## config.mk

```make
export PLATFORM = sky130hd
export DESIGN_NAME = interrupt_factor_flag_bank
export DESIGN_NICKNAME = d
export VERILOG_FILES = /design/src/verilog/flag_bank_pkg.sv /design/src/verilog/flag_nibble.sv /design/src/verilog/mask_bank.sv /design/src/verilog/interrupt_factor_flag_bank.sv
export VERILOG_INCLUDE_DIRS = /design/src /design/src/verilog
export SDC_FILE = /design/constraint.sdc
export NUM_CORES = 1
export LEC_CHECK = 0
export BUFFER_PORTS_ARGS = -buffer_cell sky130_fd_sc_hd__buf_2
export CAP_MARGIN = 10
export CORE_AREA = 2 2 164 166
export DETAILED_ROUTE_END_ITERATION = 10
export DIE_AREA = 0 0 166 168
export GPL_TIMING_DRIVEN = 1
export PLACE_DENSITY = 0.45
export SETUP_SLACK_MARGIN = 0.2
export SYNTH_ARGS = -nofsm -noshare
export SYNTH_HDL_FRONTEND = slang
export SYNTH_SLANG_ARGS = --single-unit
```

## constraint.sdc

```tcl
create_clock -name ref_clk -period 4 [get_ports ref_clk]
set_input_delay 0.8 -clock ref_clk [delete_from_list [all_inputs] [get_ports ref_clk]]
set_output_delay 0.8 -clock ref_clk [all_outputs]
set_load 0.005 [all_outputs]
```

## src/verilog/flag_bank_regs.svh

```systemverilog
`ifndef FLAG_BANK_REGS_SVH
`define FLAG_BANK_REGS_SVH

// Register bus widths
`define ADDR_W 16
`define DATA_W 4
`define REG_COUNT 15
`define REG_IDX_W 4

// Event flag registers, one nibble each
`define RF_FLAGS_ADDR 16'hFFF1
`define TIMER0_FLAGS_ADDR 16'hFFF2
`define TIMER1_FLAGS_ADDR 16'hFFF3
`define TIMER2_FLAGS_ADDR 16'hFFF4
`define TIMER3_FLAGS_ADDR 16'hFFF5
`define TIMER4_FLAGS_ADDR 16'hFFF6
`define TIMER5_FLAGS_ADDR 16'hFFF7
`define TIMER6_FLAGS_ADDR 16'hFFF8
`define TIMER7_FLAGS_ADDR 16'hFFF9
`define SERIAL_FLAGS_ADDR 16'hFFFA
`define KEY_LOW_FLAGS_ADDR 16'hFFFB
`define KEY_HIGH_FLAGS_ADDR 16'hFFFC
`define STOPWATCH_FLAGS_ADDR 16'hFFFD
`define CLOCK_FAST_FLAGS_ADDR 16'hFFFE
`define CLOCK_SLOW_FLAGS_ADDR 16'hFFFF

// Mask bank, same order as the flags, first and last word
`define MASK_FIRST_ADDR 16'hFFE1
`define MASK_LAST_ADDR 16'hFFEF

// Implemented flag bits per register kind; the rest read zero
`define IMPL_RF 4'h7
`define IMPL_TIMER 4'h3
`define IMPL_SERIAL 4'h1
`define IMPL_FULL 4'hF

// Reset values
`define FLAG_RESET 4'h0
`define MASK_RESET 4'h0
`define READ_IDLE 4'h0

`endif

```

## src/verilog/flag_bank_pkg.sv

```systemverilog
package flag_bank_pkg;

    typedef logic [3:0] nibble_t;

    // Register-bus request as seen by the slave
    typedef struct packed {
        logic [15:0] addr;
        nibble_t wdata;
        logic wr;
        logic rd;
    } bus_req_t;

    // One-cycle event pulses from the peripheral sources
    typedef struct packed {
        logic rf_error_flag;
        logic rf_reference_done_flag;
        logic rf_sensor_done_flag;
        logic [7:0] timer_underflow_flag;
        logic [7:0] timer_match_flag;
        logic serial_event_flag;
        logic [7:0] key_flag;
        logic stopwatch_run_flag;
        logic stopwatch_lap_flag;
        logic stopwatch_1hz_flag;
        logic stopwatch_10hz_flag;
        logic [7:0] clock_tick_flag;
    } event_t;

    // Which bank an address falls in
    typedef enum logic [1:0] {
        BANK_NONE = 2'b00,
        BANK_FLAG = 2'b01,
        BANK_MASK = 2'b10
    } bank_t;

endpackage

```

## src/verilog/flag_nibble.sv

```systemverilog
`timescale 1ns/1ps
`include "flag_bank_regs.svh"
module flag_nibble
    import flag_bank_pkg::*;
#(
    parameter nibble_t IMPL = `IMPL_FULL
) (
    input wire logic ref_clk,
    input wire logic rst_n,
    input wire logic clk_en,
    input wire nibble_t set_pulse,
    input wire logic clear_wr,
    input wire nibble_t clear_data,
    output nibble_t flags
);

    typedef struct packed {
        nibble_t flags;
    } state_t;

    state_t state_reg;
    state_t state_next;
    nibble_t clear_bits;

    // Set beats clear, so an event in the clearing cycle is kept
    always_comb begin
        state_next = state_reg;
        clear_bits = clear_wr ? clear_data : `FLAG_RESET;
        state_next.flags = (state_reg.flags & ~clear_bits) | set_pulse;
        state_next.flags = state_next.flags & IMPL; // Unused bits stay zero
    end

    always_ff @(posedge ref_clk) begin
        if (!rst_n) begin
            state_reg.flags <= `FLAG_RESET;
        end else if (clk_en) begin
            state_reg <= state_next;
        end
    end

    assign flags = state_reg.flags;

endmodule

```

## src/verilog/mask_bank.sv

```systemverilog
`timescale 1ns/1ps
`include "flag_bank_regs.svh"
module mask_bank
    import flag_bank_pkg::*;
#(
    parameter int COUNT = `REG_COUNT
) (
    input wire logic ref_clk,
    input wire logic rst_n,
    input wire logic clk_en,
    input wire logic wr,
    input wire logic [`REG_IDX_W-1:0] wr_index,
    input wire nibble_t wdata,
    output logic [COUNT-1:0][3:0] masks
);

    typedef struct packed {
        logic [COUNT-1:0][3:0] word;
    } state_t;

    state_t state_reg;
    state_t state_next;

    // Plain read/write words; spare bits act as general-purpose storage
    always_comb begin
        state_next = state_reg;
        if (wr) begin
            state_next.word[wr_index] = wdata;
        end
    end

    always_ff @(posedge ref_clk) begin
        if (!rst_n) begin
            state_reg.word <= {COUNT{`MASK_RESET}};
        end else if (clk_en) begin
            state_reg <= state_next;
        end
    end

    assign masks = state_reg.word;

endmodule

```

## src/verilog/interrupt_factor_flag_bank.sv

```systemverilog
// Added by the designer: the address-and-strobe port.
`timescale 1ns/1ps
`include "flag_bank_regs.svh"
// Notes on behaviour
// - Flag reads one after its event occurred.
// - Writing one clears a flag; zero keeps.
// - Reset clears every flag.
// - Converter flags: error, reference, sensor; top zero.
// - Timer registers: underflow D1, match D0.
// - Serial register holds one flag in D0.
// - Key flags 0-3 then 4-7, two registers.
// - Stopwatch: RUN, LAP, 1 Hz, 10 Hz.
// - Clock timer: 16..128 Hz, then 1..8 Hz.
// - Each flag has a separate mask bit.
module interrupt_factor_flag_bank
    import flag_bank_pkg::*;
(
    input wire logic ref_clk,
    input wire logic rst_n,
    input wire logic clk_en,
    input wire logic [`ADDR_W-1:0] bus_addr,
    input wire logic [`DATA_W-1:0] bus_wdata,
    input wire logic bus_wr,
    input wire logic bus_rd,
    output logic [`DATA_W-1:0] bus_rdata,
    input wire event_t events,
    output logic irq_req,
    output logic [`REG_COUNT-1:0] pending
);

    localparam int COUNT = `REG_COUNT;

    // Register index of each flag word, in address order
    localparam logic [`REG_IDX_W-1:0] IDX_RF = 4'h0;
    localparam logic [`REG_IDX_W-1:0] IDX_SERIAL = 4'h9;
    localparam logic [`REG_IDX_W-1:0] IDX_KEY_LOW = 4'hA;
    localparam logic [`REG_IDX_W-1:0] IDX_KEY_HIGH = 4'hB;
    localparam logic [`REG_IDX_W-1:0] IDX_STOPWATCH = 4'hC;
    localparam logic [`REG_IDX_W-1:0] IDX_CLOCK_FAST = 4'hD;
    localparam logic [`REG_IDX_W-1:0] IDX_CLOCK_SLOW = 4'hE;
    localparam int TIMER_FIRST = 1;

    // All registered state of the top level
    typedef struct packed {
        nibble_t rdata;
        logic irq;
        logic [COUNT-1:0] pending;
    } state_t;

    state_t state_reg;
    state_t state_next;

    bus_req_t req;
    bank_t bank;
    logic [`REG_IDX_W-1:0] index;
    logic [COUNT-1:0][3:0] set_vec;
    logic [COUNT-1:0][3:0] flag_vec;
    logic [COUNT-1:0][3:0] mask_vec;
    logic [COUNT-1:0] flag_wr;
    logic mask_wr;

    // Which bank an address hits; unmapped addresses hit none
    function automatic bank_t bank_of(input logic [`ADDR_W-1:0] a);
        bank_t b;
        b = BANK_NONE;
        if (a >= `RF_FLAGS_ADDR) begin
            b = BANK_FLAG;
        end else if (a >= `MASK_FIRST_ADDR && a <= `MASK_LAST_ADDR) begin
            b = BANK_MASK;
        end
        return b;
    endfunction

    // Word index inside a bank; both banks share the same order
    function automatic logic [`REG_IDX_W-1:0] index_of(
        input logic [`ADDR_W-1:0] a,
        input bank_t b
    );
        logic [`ADDR_W-1:0] d;
        d = '0;
        if (b == BANK_FLAG) begin
            d = a - `RF_FLAGS_ADDR;
        end else if (b == BANK_MASK) begin
            d = a - `MASK_FIRST_ADDR;
        end
        return d[`REG_IDX_W-1:0];
    endfunction

    // Bit layout of each flag word in the bank
    function automatic nibble_t impl_of(input int i);
        nibble_t m;
        m = `IMPL_FULL;
        if (i == int'(IDX_RF)) begin
            m = `IMPL_RF;
        end else if (i == int'(IDX_SERIAL)) begin
            m = `IMPL_SERIAL;
        end else if (i >= TIMER_FIRST && i < int'(IDX_SERIAL)) begin
            m = `IMPL_TIMER;
        end
        return m;
    endfunction

    // Gather the bus signals into one request
    always_comb begin
        req.addr = bus_addr;
        req.wdata = bus_wdata;
        req.wr = bus_wr;
        req.rd = bus_rd;
        bank = bank_of(req.addr);
        index = index_of(req.addr, bank);
        mask_wr = req.wr && (bank == BANK_MASK);
    end

    // Route event pulses into their flag words; unused upper bits of the converter, timer and serial words stay zero
    always_comb begin
        set_vec = '0;
        // Error D2, reference done D1, sensor done D0
        set_vec[IDX_RF] = {1'b0, events.rf_error_flag,
                           events.rf_reference_done_flag,
                           events.rf_sensor_done_flag};
        // One word per programmable timer, underflow above match
        for (int t = 0; t < 8; t++) begin
            set_vec[TIMER_FIRST + t] = {2'b00, events.timer_underflow_flag[t],
                                        events.timer_match_flag[t]};
        end
        set_vec[IDX_SERIAL] = {3'b000, events.serial_event_flag};
        // Port-one keys first, then the port-four keys
        set_vec[IDX_KEY_LOW] = events.key_flag[3:0];
        set_vec[IDX_KEY_HIGH] = events.key_flag[7:4];
        set_vec[IDX_STOPWATCH] = {events.stopwatch_run_flag,
                                  events.stopwatch_lap_flag,
                                  events.stopwatch_1hz_flag,
                                  events.stopwatch_10hz_flag};
        // Tick bit 0 is 128 Hz rising to bit 7 at 1 Hz
        set_vec[IDX_CLOCK_FAST] = events.clock_tick_flag[3:0];
        set_vec[IDX_CLOCK_SLOW] = events.clock_tick_flag[7:4];
    end

    // Clear strobe for the one flag word that a write addresses
    always_comb begin
        flag_wr = '0;
        if (req.wr && bank == BANK_FLAG) begin
            flag_wr[index] = 1'b1;
        end
    end

    // One nibble of flags per register, layout fixed per word
    for (genvar g = 0; g < COUNT; g++) begin : g_flag
        flag_nibble #(
            .IMPL(impl_of(g))
        ) u_flag (
            .ref_clk(ref_clk),
            .rst_n(rst_n),
            .clk_en(clk_en),
            .set_pulse(set_vec[g]),
            .clear_wr(flag_wr[g]),
            .clear_data(req.wdata),
            .flags(flag_vec[g])
        );
    end

    // Enable bits, one word per flag word
    mask_bank #(
        .COUNT(COUNT)
    ) u_mask (
        .ref_clk(ref_clk),
        .rst_n(rst_n),
        .clk_en(clk_en),
        .wr(mask_wr),
        .wr_index(index),
        .wdata(req.wdata),
        .masks(mask_vec)
    );

    // Read data for the next cycle, request from flags and masks.
    // The request follows the flags with one cycle of lag, since every
    // output must come from a flop; a cleared flag drops it a cycle late.
    always_comb begin
        state_next = state_reg;
        state_next.rdata = `READ_IDLE;
        if (req.rd) begin
            if (bank == BANK_FLAG) begin
                state_next.rdata = flag_vec[index];
            end else if (bank == BANK_MASK) begin
                state_next.rdata = mask_vec[index];
            end
        end
        for (int i = 0; i < COUNT; i++) begin
            state_next.pending[i] = |(flag_vec[i] & mask_vec[i]);
        end
        state_next.irq = |state_next.pending;
    end

    always_ff @(posedge ref_clk) begin
        if (!rst_n) begin
            state_reg.rdata <= `READ_IDLE;
            state_reg.irq <= 1'b0;
            state_reg.pending <= '0;
        end else if (clk_en) begin
            state_reg <= state_next;
        end
    end

    assign bus_rdata = state_reg.rdata;
    assign irq_req = state_reg.irq;
    assign pending = state_reg.pending;

endmodule

```

==> results of run 1 <==
==> cell usage in the layout (no fill, tap or decap), drive strengths merged, types with 3 or more instances in the layout <==
cell      synthesis  final
o22ai             7      7
buf              13    100
a221oi            5      5
inv               5      5
and2              5      5
clkinvlp          0      6
bufinv            0      3
o211a            14     14
mux2i            52     52
dfxtp           120    120
nor3             14     14
nor4              6      6
mux2              7      7
a2bb2oi           3      3
nand4            14     14
a22oi            10     10
and3              3      3
nand2            88     88
clkinv            0      3
a21oi             8      8
mux4              9      9
a21boi           58     58
o2111ai           3      3
a22o              4      4
nor2             18     18
a31oi             4      4
or2               3      3
o21ai            69     69
o211ai            5      5
nor2b            46     46
or3               5      5
clkbuf           35     20
nand3            11     11
==> metal layers <==
metal  part of all wire, %  global-route usage [%]  vias to the layer above
li1                      -                       -                     2620
met1                    49                    21.8                     2668
met2                    45                    23.7                      160
met3                   4.9                    3.13                       18
met4                   1.3                    3.67                        0
met5                     0                       0                        -
==> final timing paths <==
kind                                    from            to  slack [ns]  cells past startpoint
setup / recovery                 bus_addr[0]  bus_rdata[0]        0.68                      9
hold / removal                  bus_rdata[3]  bus_rdata[3]        0.45                      2
setup reg to reg  g_flag[13].u_flag.flags[2]       irq_req        2.23                      5
hold reg to reg                 bus_rdata[3]  bus_rdata[3]        0.45                      2
==> critical path, cell delays in order <==
cell and delay, ns:
buf_2 0.28, inv_2 0.07, ha_1 0.21, nor4b_4 0.16, or4_1 0.83, nor3_1 0.59, o211ai_1 0.21, a211o_1 0.35
o211ai_2 0.16
==> state kept, by name, summed over array words and instances (netlist names) <==
name                 cells
bus_rdata                4
g_flag.u_flag.flags     40
irq_req                  1
pending                 15
u_mask.masks            60
==> final cells by class <==
class,instances,area (um^2),area share [%]
multi-input cells,503,3530,46.8
flip-flops and latches,120,2400,31.9
repair buffers,100,553,7.33
clock buffers,20,457,6.06
well taps,341,427,5.66
clock inverters,12,150,1.99
inverters,5,18.8,0.249
==> metrics by stage <==
stage | setup WS (ns) | area [um^2] | hold WS (ns) | util [%] | power (mW)
2_1_floorplan | 0.828 | 6150 | 0.435 | - | 1.44
3_3_place_gp | 0.307 | 6930 | 0.429 | 26.3 | 1.57
3_5_place_dp | 0.287 | 6930 | 0.447 | 26.3 | 1.57
4_1_cts | 0.716 | 7540 | 0.459 | 28.6 | 3.15
5_1_grt | 0.604 | 7540 | 0.478 | 28.6 | 3.23
6_report | 0.676 | 7540 | 0.452 | 28.6 | 3.12
==> kinds of logic (layout without fill, tap and decap cells) <==
group / after synthesis / after routing / share of synthesized area (%)
fa+ha+maj: 2 / 2 / 0.407
buf+inv: 53 / 137 / 3.48
mux: 68 / 68 / 13.0
compound gates: 207 / 207 / 23.4
simple gates: 224 / 224 / 20.3
flops: 120 / 120 / 39.1
xor+xnor: 2 / 2 / 0.285
==> power groups by stage <==
stage	Clock, mW	Combinational [mW]	Sequential (mW)
final	1.58	0.281	1.26
after global routing	1.66	0.307	1.26
after CTS	1.60	0.282	1.26
after detailed placement	0	0.281	1.29
after global placement	0	0.282	1.29
after floorplan	0	0.165	1.27
==> flow_summary_export.csv, run 1 <==
group,metric,value,unit
run_status,status,"complete, no violations",
worst_hold_path,hold_path_class,"reg2reg",
global_route,grt_overflow,0,
timing,max_freq,301,MHz
setup_path,critPathLaunchType,"primary input",
die,die_x,166,um
drt,wl,21.4,mm
timing,period_minus_slack,3.32,ns
pwr,p_leak,2.84,nW
pwr,power.clock.fraction,50.6,%
synth,synthCells,676,
synth,yosys.area.top_type,"dfxtp_1",
clock_network,cts_buffer_depth,2,
placed_design,dp_cells,1069,
clock_network,path_clk_slew,0.06,ns
die,ios,85,
synth,synth_area_per_cell,9.10,um^2
pwr,power_switching_share,24.7,%
global_route,grt_usage,15.3,%
timing,finalHoldViolCount,0,
die,core,26400,um^2
synth,ys_seq_area_share,39.1,%
die,initial_utilization,23.3,%
flow_run,drv_cap,0,
clock_network,cts.sinks,120,
drt,first_iter_violations,460,
pwr,peakVddDrop,207,uV
clock_network,postCtsSetupBuffers,0,
timing,max_slew.worst_pin.slew,0.748,ns
synth,ys_warn_count,0,
timing,finalSetupViolCount,0,
clock_network,numCtsBuffers,17,
clock_network,hold_buffers,0,
synth,synth-seq-cells,120,
placed_design,gp_congestion,0.879,
pwr,p_per_area,414,nW/um^2
die,rows,60,
pwr,p_seq_share,40.4,%
cells_and_area,drive_gt1_share,22.4,%
clock_network,cts_root_buffer,"clkbuf_16",
cells_and_area,diodes,0,
placed_design,io_buffers,84,
die,die_h,168,um
cells_and_area,final_cells,1101,
drt,drtPass1Iterations,5,
setup_path,crit_arrival,3.67,ns
synth,synth_nets,743,
timing,tns,0,ns
timing,finalClockSkew,0.00970,ns
drt,ant_nets,0,
synth,netlist_area,6150,um^2
global_route,grt_max_degree,51,
synth,synth_top_cells_by_area,"dfxtp_1 (39%), mux2i_1 (8.5%), a21boi_0 (7.0%)",
die,die-area,27900,um^2
global_route,grt_pass1_wl,32.8,mm
timing,finalCritPeriodShare,83.1,%
pwr,combPwrFrac,9.0,%
synth,yosysMostFrequentCell,"dfxtp_1",
global_route,antenna_found_initial,0,
setup_path,end_kind,"flip-flop",
drt,via_count,5466,
synth,synth-main-ff-cell,"dfxtp_1",
setup_path,path_class,"in2reg",
clock_network,htree_levels,4,
drt,via_per_inst,4.96,
timing,slew-limit-headroom,49.7,%
timing,rsz0062_at_grt,"false",
cells_and_area,area_growth,22.6,%
synth,ys_top_cells_by_count,"dfxtp_1 (120), nand2_1 (88), o21ai_0 (68)",
synth,synth_cell_type_count,66,
setup_path,cp_max_fo,14,
synth,async_flop_share,0,%
cells_and_area,nFillCells,2819,
clock_network,worst_skew_pair.late_latency,0.42,ns
synth,synth_top_area_share,39.1,%
placed_design,dpl.hpwl,15.8,mm
synth,synth-edff-count,0,
cells_and_area,final_nets,814,
clock_network,cts_tree,"done",
pwr,p_int,2.35,mW
timing,drv_slew,0,
global_route,grt_pass1_vias,5395,
clock_network,post_cts_resized,0,
drt,routedWlPerCell,19.4,um
pwr,p_switching,771,uW
drt,drc,0,
setup_path,worstPathRequired,4.35,ns
(Power assumes the default switching activity.)
==> run 2: changes to the inputs <==
==> constraint.sdc (replaced) <==
create_clock -name ref_clk -period 3.1 [get_ports ref_clk]
set_input_delay 0.62 -clock ref_clk [delete_from_list [all_inputs] [get_ports ref_clk]]
set_output_delay 0.62 -clock ref_clk [all_outputs]
set_load 0.005 [all_outputs]
==> flow_summary_export.csv, run 2 (synthesized netlist as in run 1, its figures left out) <==
group,metric,value,unit
run_status,status,"complete, no violations",
setup_path,crit_buf_inv,3,
timing,finalSetupViolCount,0,
clock_network,cts.sinks,120,
worst_hold_path,hold_path_class,"reg2reg",
worst_hold_path,hold_depth,2,
drt,drc,0,
global_route,grt_overflow,0,
global_route,grt_max_degree,119,
die,core,26400,um^2
drt,ant_nets,0,
drt,routedWlPerCell,19.7,um
placed_design,dpl.hpwl,16.5,mm
cells_and_area,drive_gt1_share,24.3,%
timing,finalCritPeriodShare,81.7,%
global_route,grt_pass1_vias,5451,
timing,finalHoldViolCount,0,
worst_hold_path,min_to,"bus_rdata[3]",
drt,first_iter_violations,347,
timing,drv_slew,0,
timing,slew-limit-headroom,53.6,%
setup_path,path_class,"in2reg",
worst_hold_path,min_from,"bus_rdata[3]",
die,die_x,166,um
cells_and_area,final_common_cell,"dfxtp_1",
clock_network,worst_skew_pair.late_latency,0.42,ns
placed_design,gp_congestion,0.869,
placed_design,io_buffers,84,
cells_and_area,final_cell_mix,"dfxtp_1 (120), nand2_1 (88), buf_2 (84)",
die,rows,60,
clock_network,cts_buffer_depth,2,
timing,period_minus_slack,2.53,ns
timing,tns,0,ns
global_route,grt_pass1_wl,33.5,mm
clock_network,numCtsBuffers,17,
clock_network,cts_tree,"done",
placed_design,post_dp_cell_area,7120,um^2
pwr,peakVddDrop,318,uV
setup_path,regToRegEndpoint,"irq_req",
clock_network,hold_buffers,0,
setup_path,cp_cell_sequence,"buf_2, inv_4, ha_1, nor4b_4, or4_1, buf_4, or3_1, o21ai_0, a21boi_0",
timing,finalClockSkew,0.00690,ns
pwr,p_leak,2.99,nW
pwr,p_per_area,534,nW/um^2
die,die-area,27900,um^2
timing,rsz0062_at_grt,"false",
clock_network,path_clk_slew,0.06,ns
cells_and_area,final_nets,837,
setup_path,r2r_slack,1.40,ns
setup_path,cp_slowest_stage_delay,0.52,ns
setup_path,crit_arrival,2.82,ns
setup_path,crit_slowest_cell,"or4_1",
die,initial_utilization,23.3,%
die,die_h,168,um
global_route,antenna_found_initial,1,
drt,via_per_inst,4.90,
timing,max_freq,395,MHz
cells_and_area,area_growth,26.1,%
setup_path,worstSetupPathDepth,9,
die,ios,85,
drt,wl,22.1,mm
clock_network,cts_root_buffer,"clkbuf_16",
global_route,grt_usage,15.8,%
clock_network,postCtsSetupBuffers,0,
setup_path,r2r-start,"g_flag[13].u_flag.flags[2]",
setup_path,end_kind,"flip-flop",
timing,max_slew.worst_pin.slew,0.691,ns
clock_network,post_cts_resized,0,
cells_and_area,largest_register_ffs,60,
setup_path,worstPathRequired,3.39,ns
flow_run,drv_cap,0,
clock_network,htree_levels,4,
cells_and_area,design_area,7750,um^2
cells_and_area,nFillCells,2821,
setup_path,critPathLaunchType,"primary input",
drt,drtPass1Iterations,5,
setup_path,cp_max_fo,14,
setup_path,ff2ff_path_depth,5,
drt,via_count,5504,
setup_path,cp_top_family,"simple AND/OR/NAND/NOR gates",
run 2: worst max path at each step:
stage | endpoint | slack (ns) | startpoint
floorplan | bus_rdata[0] | 0.22 | bus_addr[0]
global placement | g_flag[9].u_flag.flags[0] | 0.14 | bus_addr[0]
detailed placement | g_flag[9].u_flag.flags[0] | 0.11 | bus_addr[0]
CTS | g_flag[9].u_flag.flags[0] | 0.56 | bus_addr[0]
global route | u_mask.masks[42] | 0.46 | bus_addr[0]
finish | g_flag[9].u_flag.flags[0] | 0.57 | bus_addr[0]
run 2: metrics by stage:
stage / hold slack [ns] / std cells / utilization (%) / total power, mW / worst slack, ns
CTS: 0.442 / 1122 / 29.4 / 4.18 / 0.556
global route: 0.460 / 1123 / 29.4 / 4.29 / 0.458
finish: 0.439 / 1123 / 29.4 / 4.14 / 0.568
floorplan: 0.435 / 676 / - / 1.86 / 0.224
detailed placement: 0.434 / 1092 / 27.0 / 2.04 / 0.106
global placement: 0.429 / 1092 / 27.0 / 2.04 / 0.137
run 2: worst min-delay path, cell delays in order (launching register included):
cell,delay [ns]
dfxtp_1,0.31
nand2_1,0.05
nand2_1,0.04
run 2: cell type report:
cell class / count / area, um^2 / share of cell area (%)
Inverter: 5 / 21.3 / 0.274
Tap cell: 341 / 427 / 5.50
Antenna cell: 1 / 2.50 / 0.0323
Multi-Input combinational cell: 503 / 3530 / 45.6
Clock inverter: 7 / 141 / 1.82
Clock buffer: 23 / 488 / 6.29
Timing Repair Buffer: 123 / 738 / 9.52
Sequential cell: 120 / 2400 / 31.0
run 2: report_power, final:
part,total (mW),internal (mW),switching (mW)
clock network,2.14,1.42,0.713
logic,0.376,0.153,0.223
registers,1.63,1.59,0.0401
total,4.14,3.16,0.976
run 2: metal layers:
metal	GRT usage, %	part of all wire [%]	vias to the layer above
li1	-	-	2662
met1	22.0	48	2675
met2	25.1	46	152
met3	3.17	4.6	15
met4	3.86	1.1	0
met5	0	0	-
==> run 3: changes to the inputs <==
--- a/config.mk
+++ b/config.mk
@@ -6,11 +6,12 @@
 export SDC_FILE = /design/constraint.sdc
 export NUM_CORES = 1
 export LEC_CHECK = 0
+export ABC_AREA = 1
 export BUFFER_PORTS_ARGS = -buffer_cell sky130_fd_sc_hd__buf_2
 export CAP_MARGIN = 10
-export CORE_AREA = 2 2 164 166
+export CORE_AREA = 2 2 165 167
 export DETAILED_ROUTE_END_ITERATION = 10
-export DIE_AREA = 0 0 166 168
+export DIE_AREA = 0 0 167 169
 export GPL_TIMING_DRIVEN = 1
 export PLACE_DENSITY = 0.45
 export SETUP_SLACK_MARGIN = 0.2
==> constraint.sdc (replaced) <==
create_clock -name ref_clk -period 2.5 [get_ports ref_clk]
set_input_delay 0.5 -clock ref_clk [delete_from_list [all_inputs] [get_ports ref_clk]]
set_output_delay 0.5 -clock ref_clk [all_outputs]
set_load 0.005 [all_outputs]
==> flow_summary_export.csv, run 3 <==
group,metric,value,unit
cells_and_area,final_cell_mix,"nand2_1 (180), inv_1 (128), dfxtp_1 (120)",
placed_design,io_buffers,84,
worst_hold_path,hold_path_class,"in2reg",
die,core,26500,um^2
timing,max_slew.worst_pin.slew,0.720,ns
timing,slew-limit-headroom,51.9,%
synth,synth-seq-cells,120,
synth,synthMuxAreaShare,0,%
synth,synthCells,950,
synth,yosys.area.top_type,"dfxtp_1",
cells_and_area,diodes,0,
global_route,antenna_found_initial,0,
cells_and_area,final_nets,1139,
drt,ant_nets,0,
synth,ys_warn_count,0,
clock_network,cts_root_buffer,"clkbuf_16",
pwr,p_int,3.80,mW
synth,ys_seq_area_share,38.3,%
cells_and_area,largest_register_ffs,60,
timing,rsz0062_at_grt,"true",
timing,fin_hold_ws,0.327,ns
timing,finalHoldViolCount,0,
setup_path,path_class,"in2reg",
timing,max_freq,453,MHz
die,initial_utilization,23.7,%
synth,async_flop_share,0,%
die,die_h,169,um
timing,finalSetupViolCount,0,
setup_path,cp_max_fo,7,
clock_network,path_clk_slew,0.06,ns
setup_path,r2r-start,"u_mask.masks[50]",
drt,drtPass1Iterations,5,
clock_network,cts.sinks,120,
pwr,p_switching,1.21,mW
synth,synth-main-ff-cell,"dfxtp_1",
die,rows,60,
timing,drv_slew,0,
setup_path,crit_arrival,2.52,ns
clock_network,cts_tree,"done",
synth,yosysMostFrequentCell,"nand2_1",
run_status,status,"complete, no violations",
setup_path,worstPathRequired,2.81,ns
die,die_x,167,um
pwr,combPwrFrac,8.5,%
setup_path,ff2ff_path_depth,8,
placed_design,dpl.hpwl,18.2,mm
timing,period_minus_slack,2.21,ns
drt,wl,24.6,mm
synth,synth_area_per_cell,6.60,um^2
synth,yosys.area_share.simple,28.8,%
drt,first_iter_violations,417,
die,die-area,28200,um^2
timing,tns,0,ns
global_route,grt_usage,17.4,%
pwr,power.clock.fraction,51.5,%
timing,finalClockSkew,0.0100,ns
pwr,peakVddDrop,384,uV
flow_run,drv_cap,0,
clock_network,htree_levels,4,
cells_and_area,final_common_cell,"nand2_1",
pwr,power_switching_share,24.1,%
global_route,grt_pass1_vias,6431,
synth,netlist_area,6270,um^2
synth,synthAdderAreaFrac,0.399,%
pwr,p_per_area,603,nW/um^2
drt,via_count,6735,
global_route,grt_max_degree,49,
synth,synth_cell_type_count,36,
synth,synth-compound-area-share,20.2,%
global_route,grt_pass1_wl,37.5,mm
cells_and_area,drive_gt1_share,22.0,%
timing,finalCritPeriodShare,88.3,%
synth,synth_top_area_share,38.3,%
pwr,p_leak,3.61,nW
clock_network,numCtsBuffers,17,
setup_path,critPathLaunchType,"primary input",
worst_hold_path,hold_depth,3,
synth,synth-edff-count,0,
worst_hold_path,min_from,"events[23]",
synth,synth_top_family_by_area,"simple AND/OR/NAND/NOR gates",
drt,routedWlPerCell,17.2,um
synth,synth_top_cells_by_area,"dfxtp_1 (38%), nand2_1 (11%), inv_1 (7.8%)",
pwr,p_seq_share,40.0,%
global_route,grt_overflow,0,
clock_network,cts_buffer_depth,2,
drt,drc,0,
clock_network,worst_skew_pair.late_latency,0.42,ns
synth,synth_nets,1017,
setup_path,end_kind,"flip-flop",
drt,via_per_inst,4.73,
die,ios,85,
synth,ys_top_cells_by_count,"nand2_1 (190), inv_1 (131), dfxtp_1 (120)",
synth,synth_xor_area_share,0.399,%
placed_design,gp_congestion,0.920,
cells_and_area,area_growth,32.4,%
setup_path,worstSetupStartpoint,"bus_addr[1]",
[run 3: changes by cell type after synthesis, moves of 10 or more]
cell,before,now
a211oi_1,0,20
nand2_1,88,190
nor2b_1,46,0
mux2i_1,52,0
a21oi_1,8,92
o211a_1,14,0
a22oi_1,10,0
o21ai_0,68,96
nand4_1,13,60
inv_1,4,131
a21boi_0,57,0
nor2_1,18,105
[run 3: final timing paths]
kind                           endpoint  slack [ns]
max reg2reg                     irq_req        0.88
max                        bus_rdata[1]        0.29
min           g_flag[3].u_flag.flags[0]        0.33
min reg2reg  g_flag[12].u_flag.flags[2]        0.48
[run 3: layout make-up]
type,count,area [um^2]
Clock buffer,23,498
Clock inverter,7,116
Fill cell,2928,18200
Inverter,142,546
Multi-Input combinational cell,640,3240
Sequential cell,120,2400
Tap cell,341,427
Timing Repair Buffer,151,1080
[run 3: timing repair]
action                     4_1_cts  5_1_grt
gates resized for setup          0       35
hold buffers                     0        0
setup buffers                    0        6
setup endpoints to repair        0       53
[run 3: metal layers]
metal,wire length (um),share of wire [%],track usage [%]
met5,0,0,0
met4,649,2.6,6.67
met1,11700,48,23.4
met2,11200,46,28.2
met3,1000,4.1,2.67
[run 3: cells by family (layout without fill, tap and decap cells)]
family / count (synthesis) / in the layout
flops: 120 / 120
simple gates: 402 / 402
fa+ha+maj: 2 / 2
buf+inv: 190 / 323
compound gates: 234 / 234
xor+xnor: 2 / 2
[run 3: power groups by stage]
stage	sequential (mW)	clock [mW]	combinational [mW]
finish	2.00	2.58	0.424
global route	2.01	2.71	0.466
CTS	2.00	2.62	0.417
detailed placement	2.04	0	0.415
global placement	2.04	0	0.413
floorplan	2.03	0	0.219
[run 3: through the flow]
step	cells	util (%)	setup slack (ns)	total power [mW]	cell area, um^2
finish	1424	31.3	0.293	5.01	8300
CTS	1416	30.6	0.216	5.04	8100
global route	1424	31.3	0.160	5.19	8300
detailed placement	1386	28.2	-0.217	2.46	7480
floorplan	950	-	0.206	2.25	6330
global placement	1386	28.2	-0.186	2.46	7480
[run 3: worst max-delay path: stages]
cell and delay, ns:
buf_6 0.07, inv_4 0.03, buf_6 0.11, ha_4 0.16, nand2_4 0.07, nor2_4 0.05
nor2_4 0.11, nand2_4 0.06, nand2_2 0.11, buf_6 0.12, clkbuf_16 0.14, nand3_4 0.15
nor2_4 0.22, nand2_1 0.07, nand2_1 0.08, inv_1 0.05, nand2_1 0.09, nor2_1 0.06
nand2_1 0.08, nand2_2 0.08, nand2_2 0.07, a21oi_2 0.05
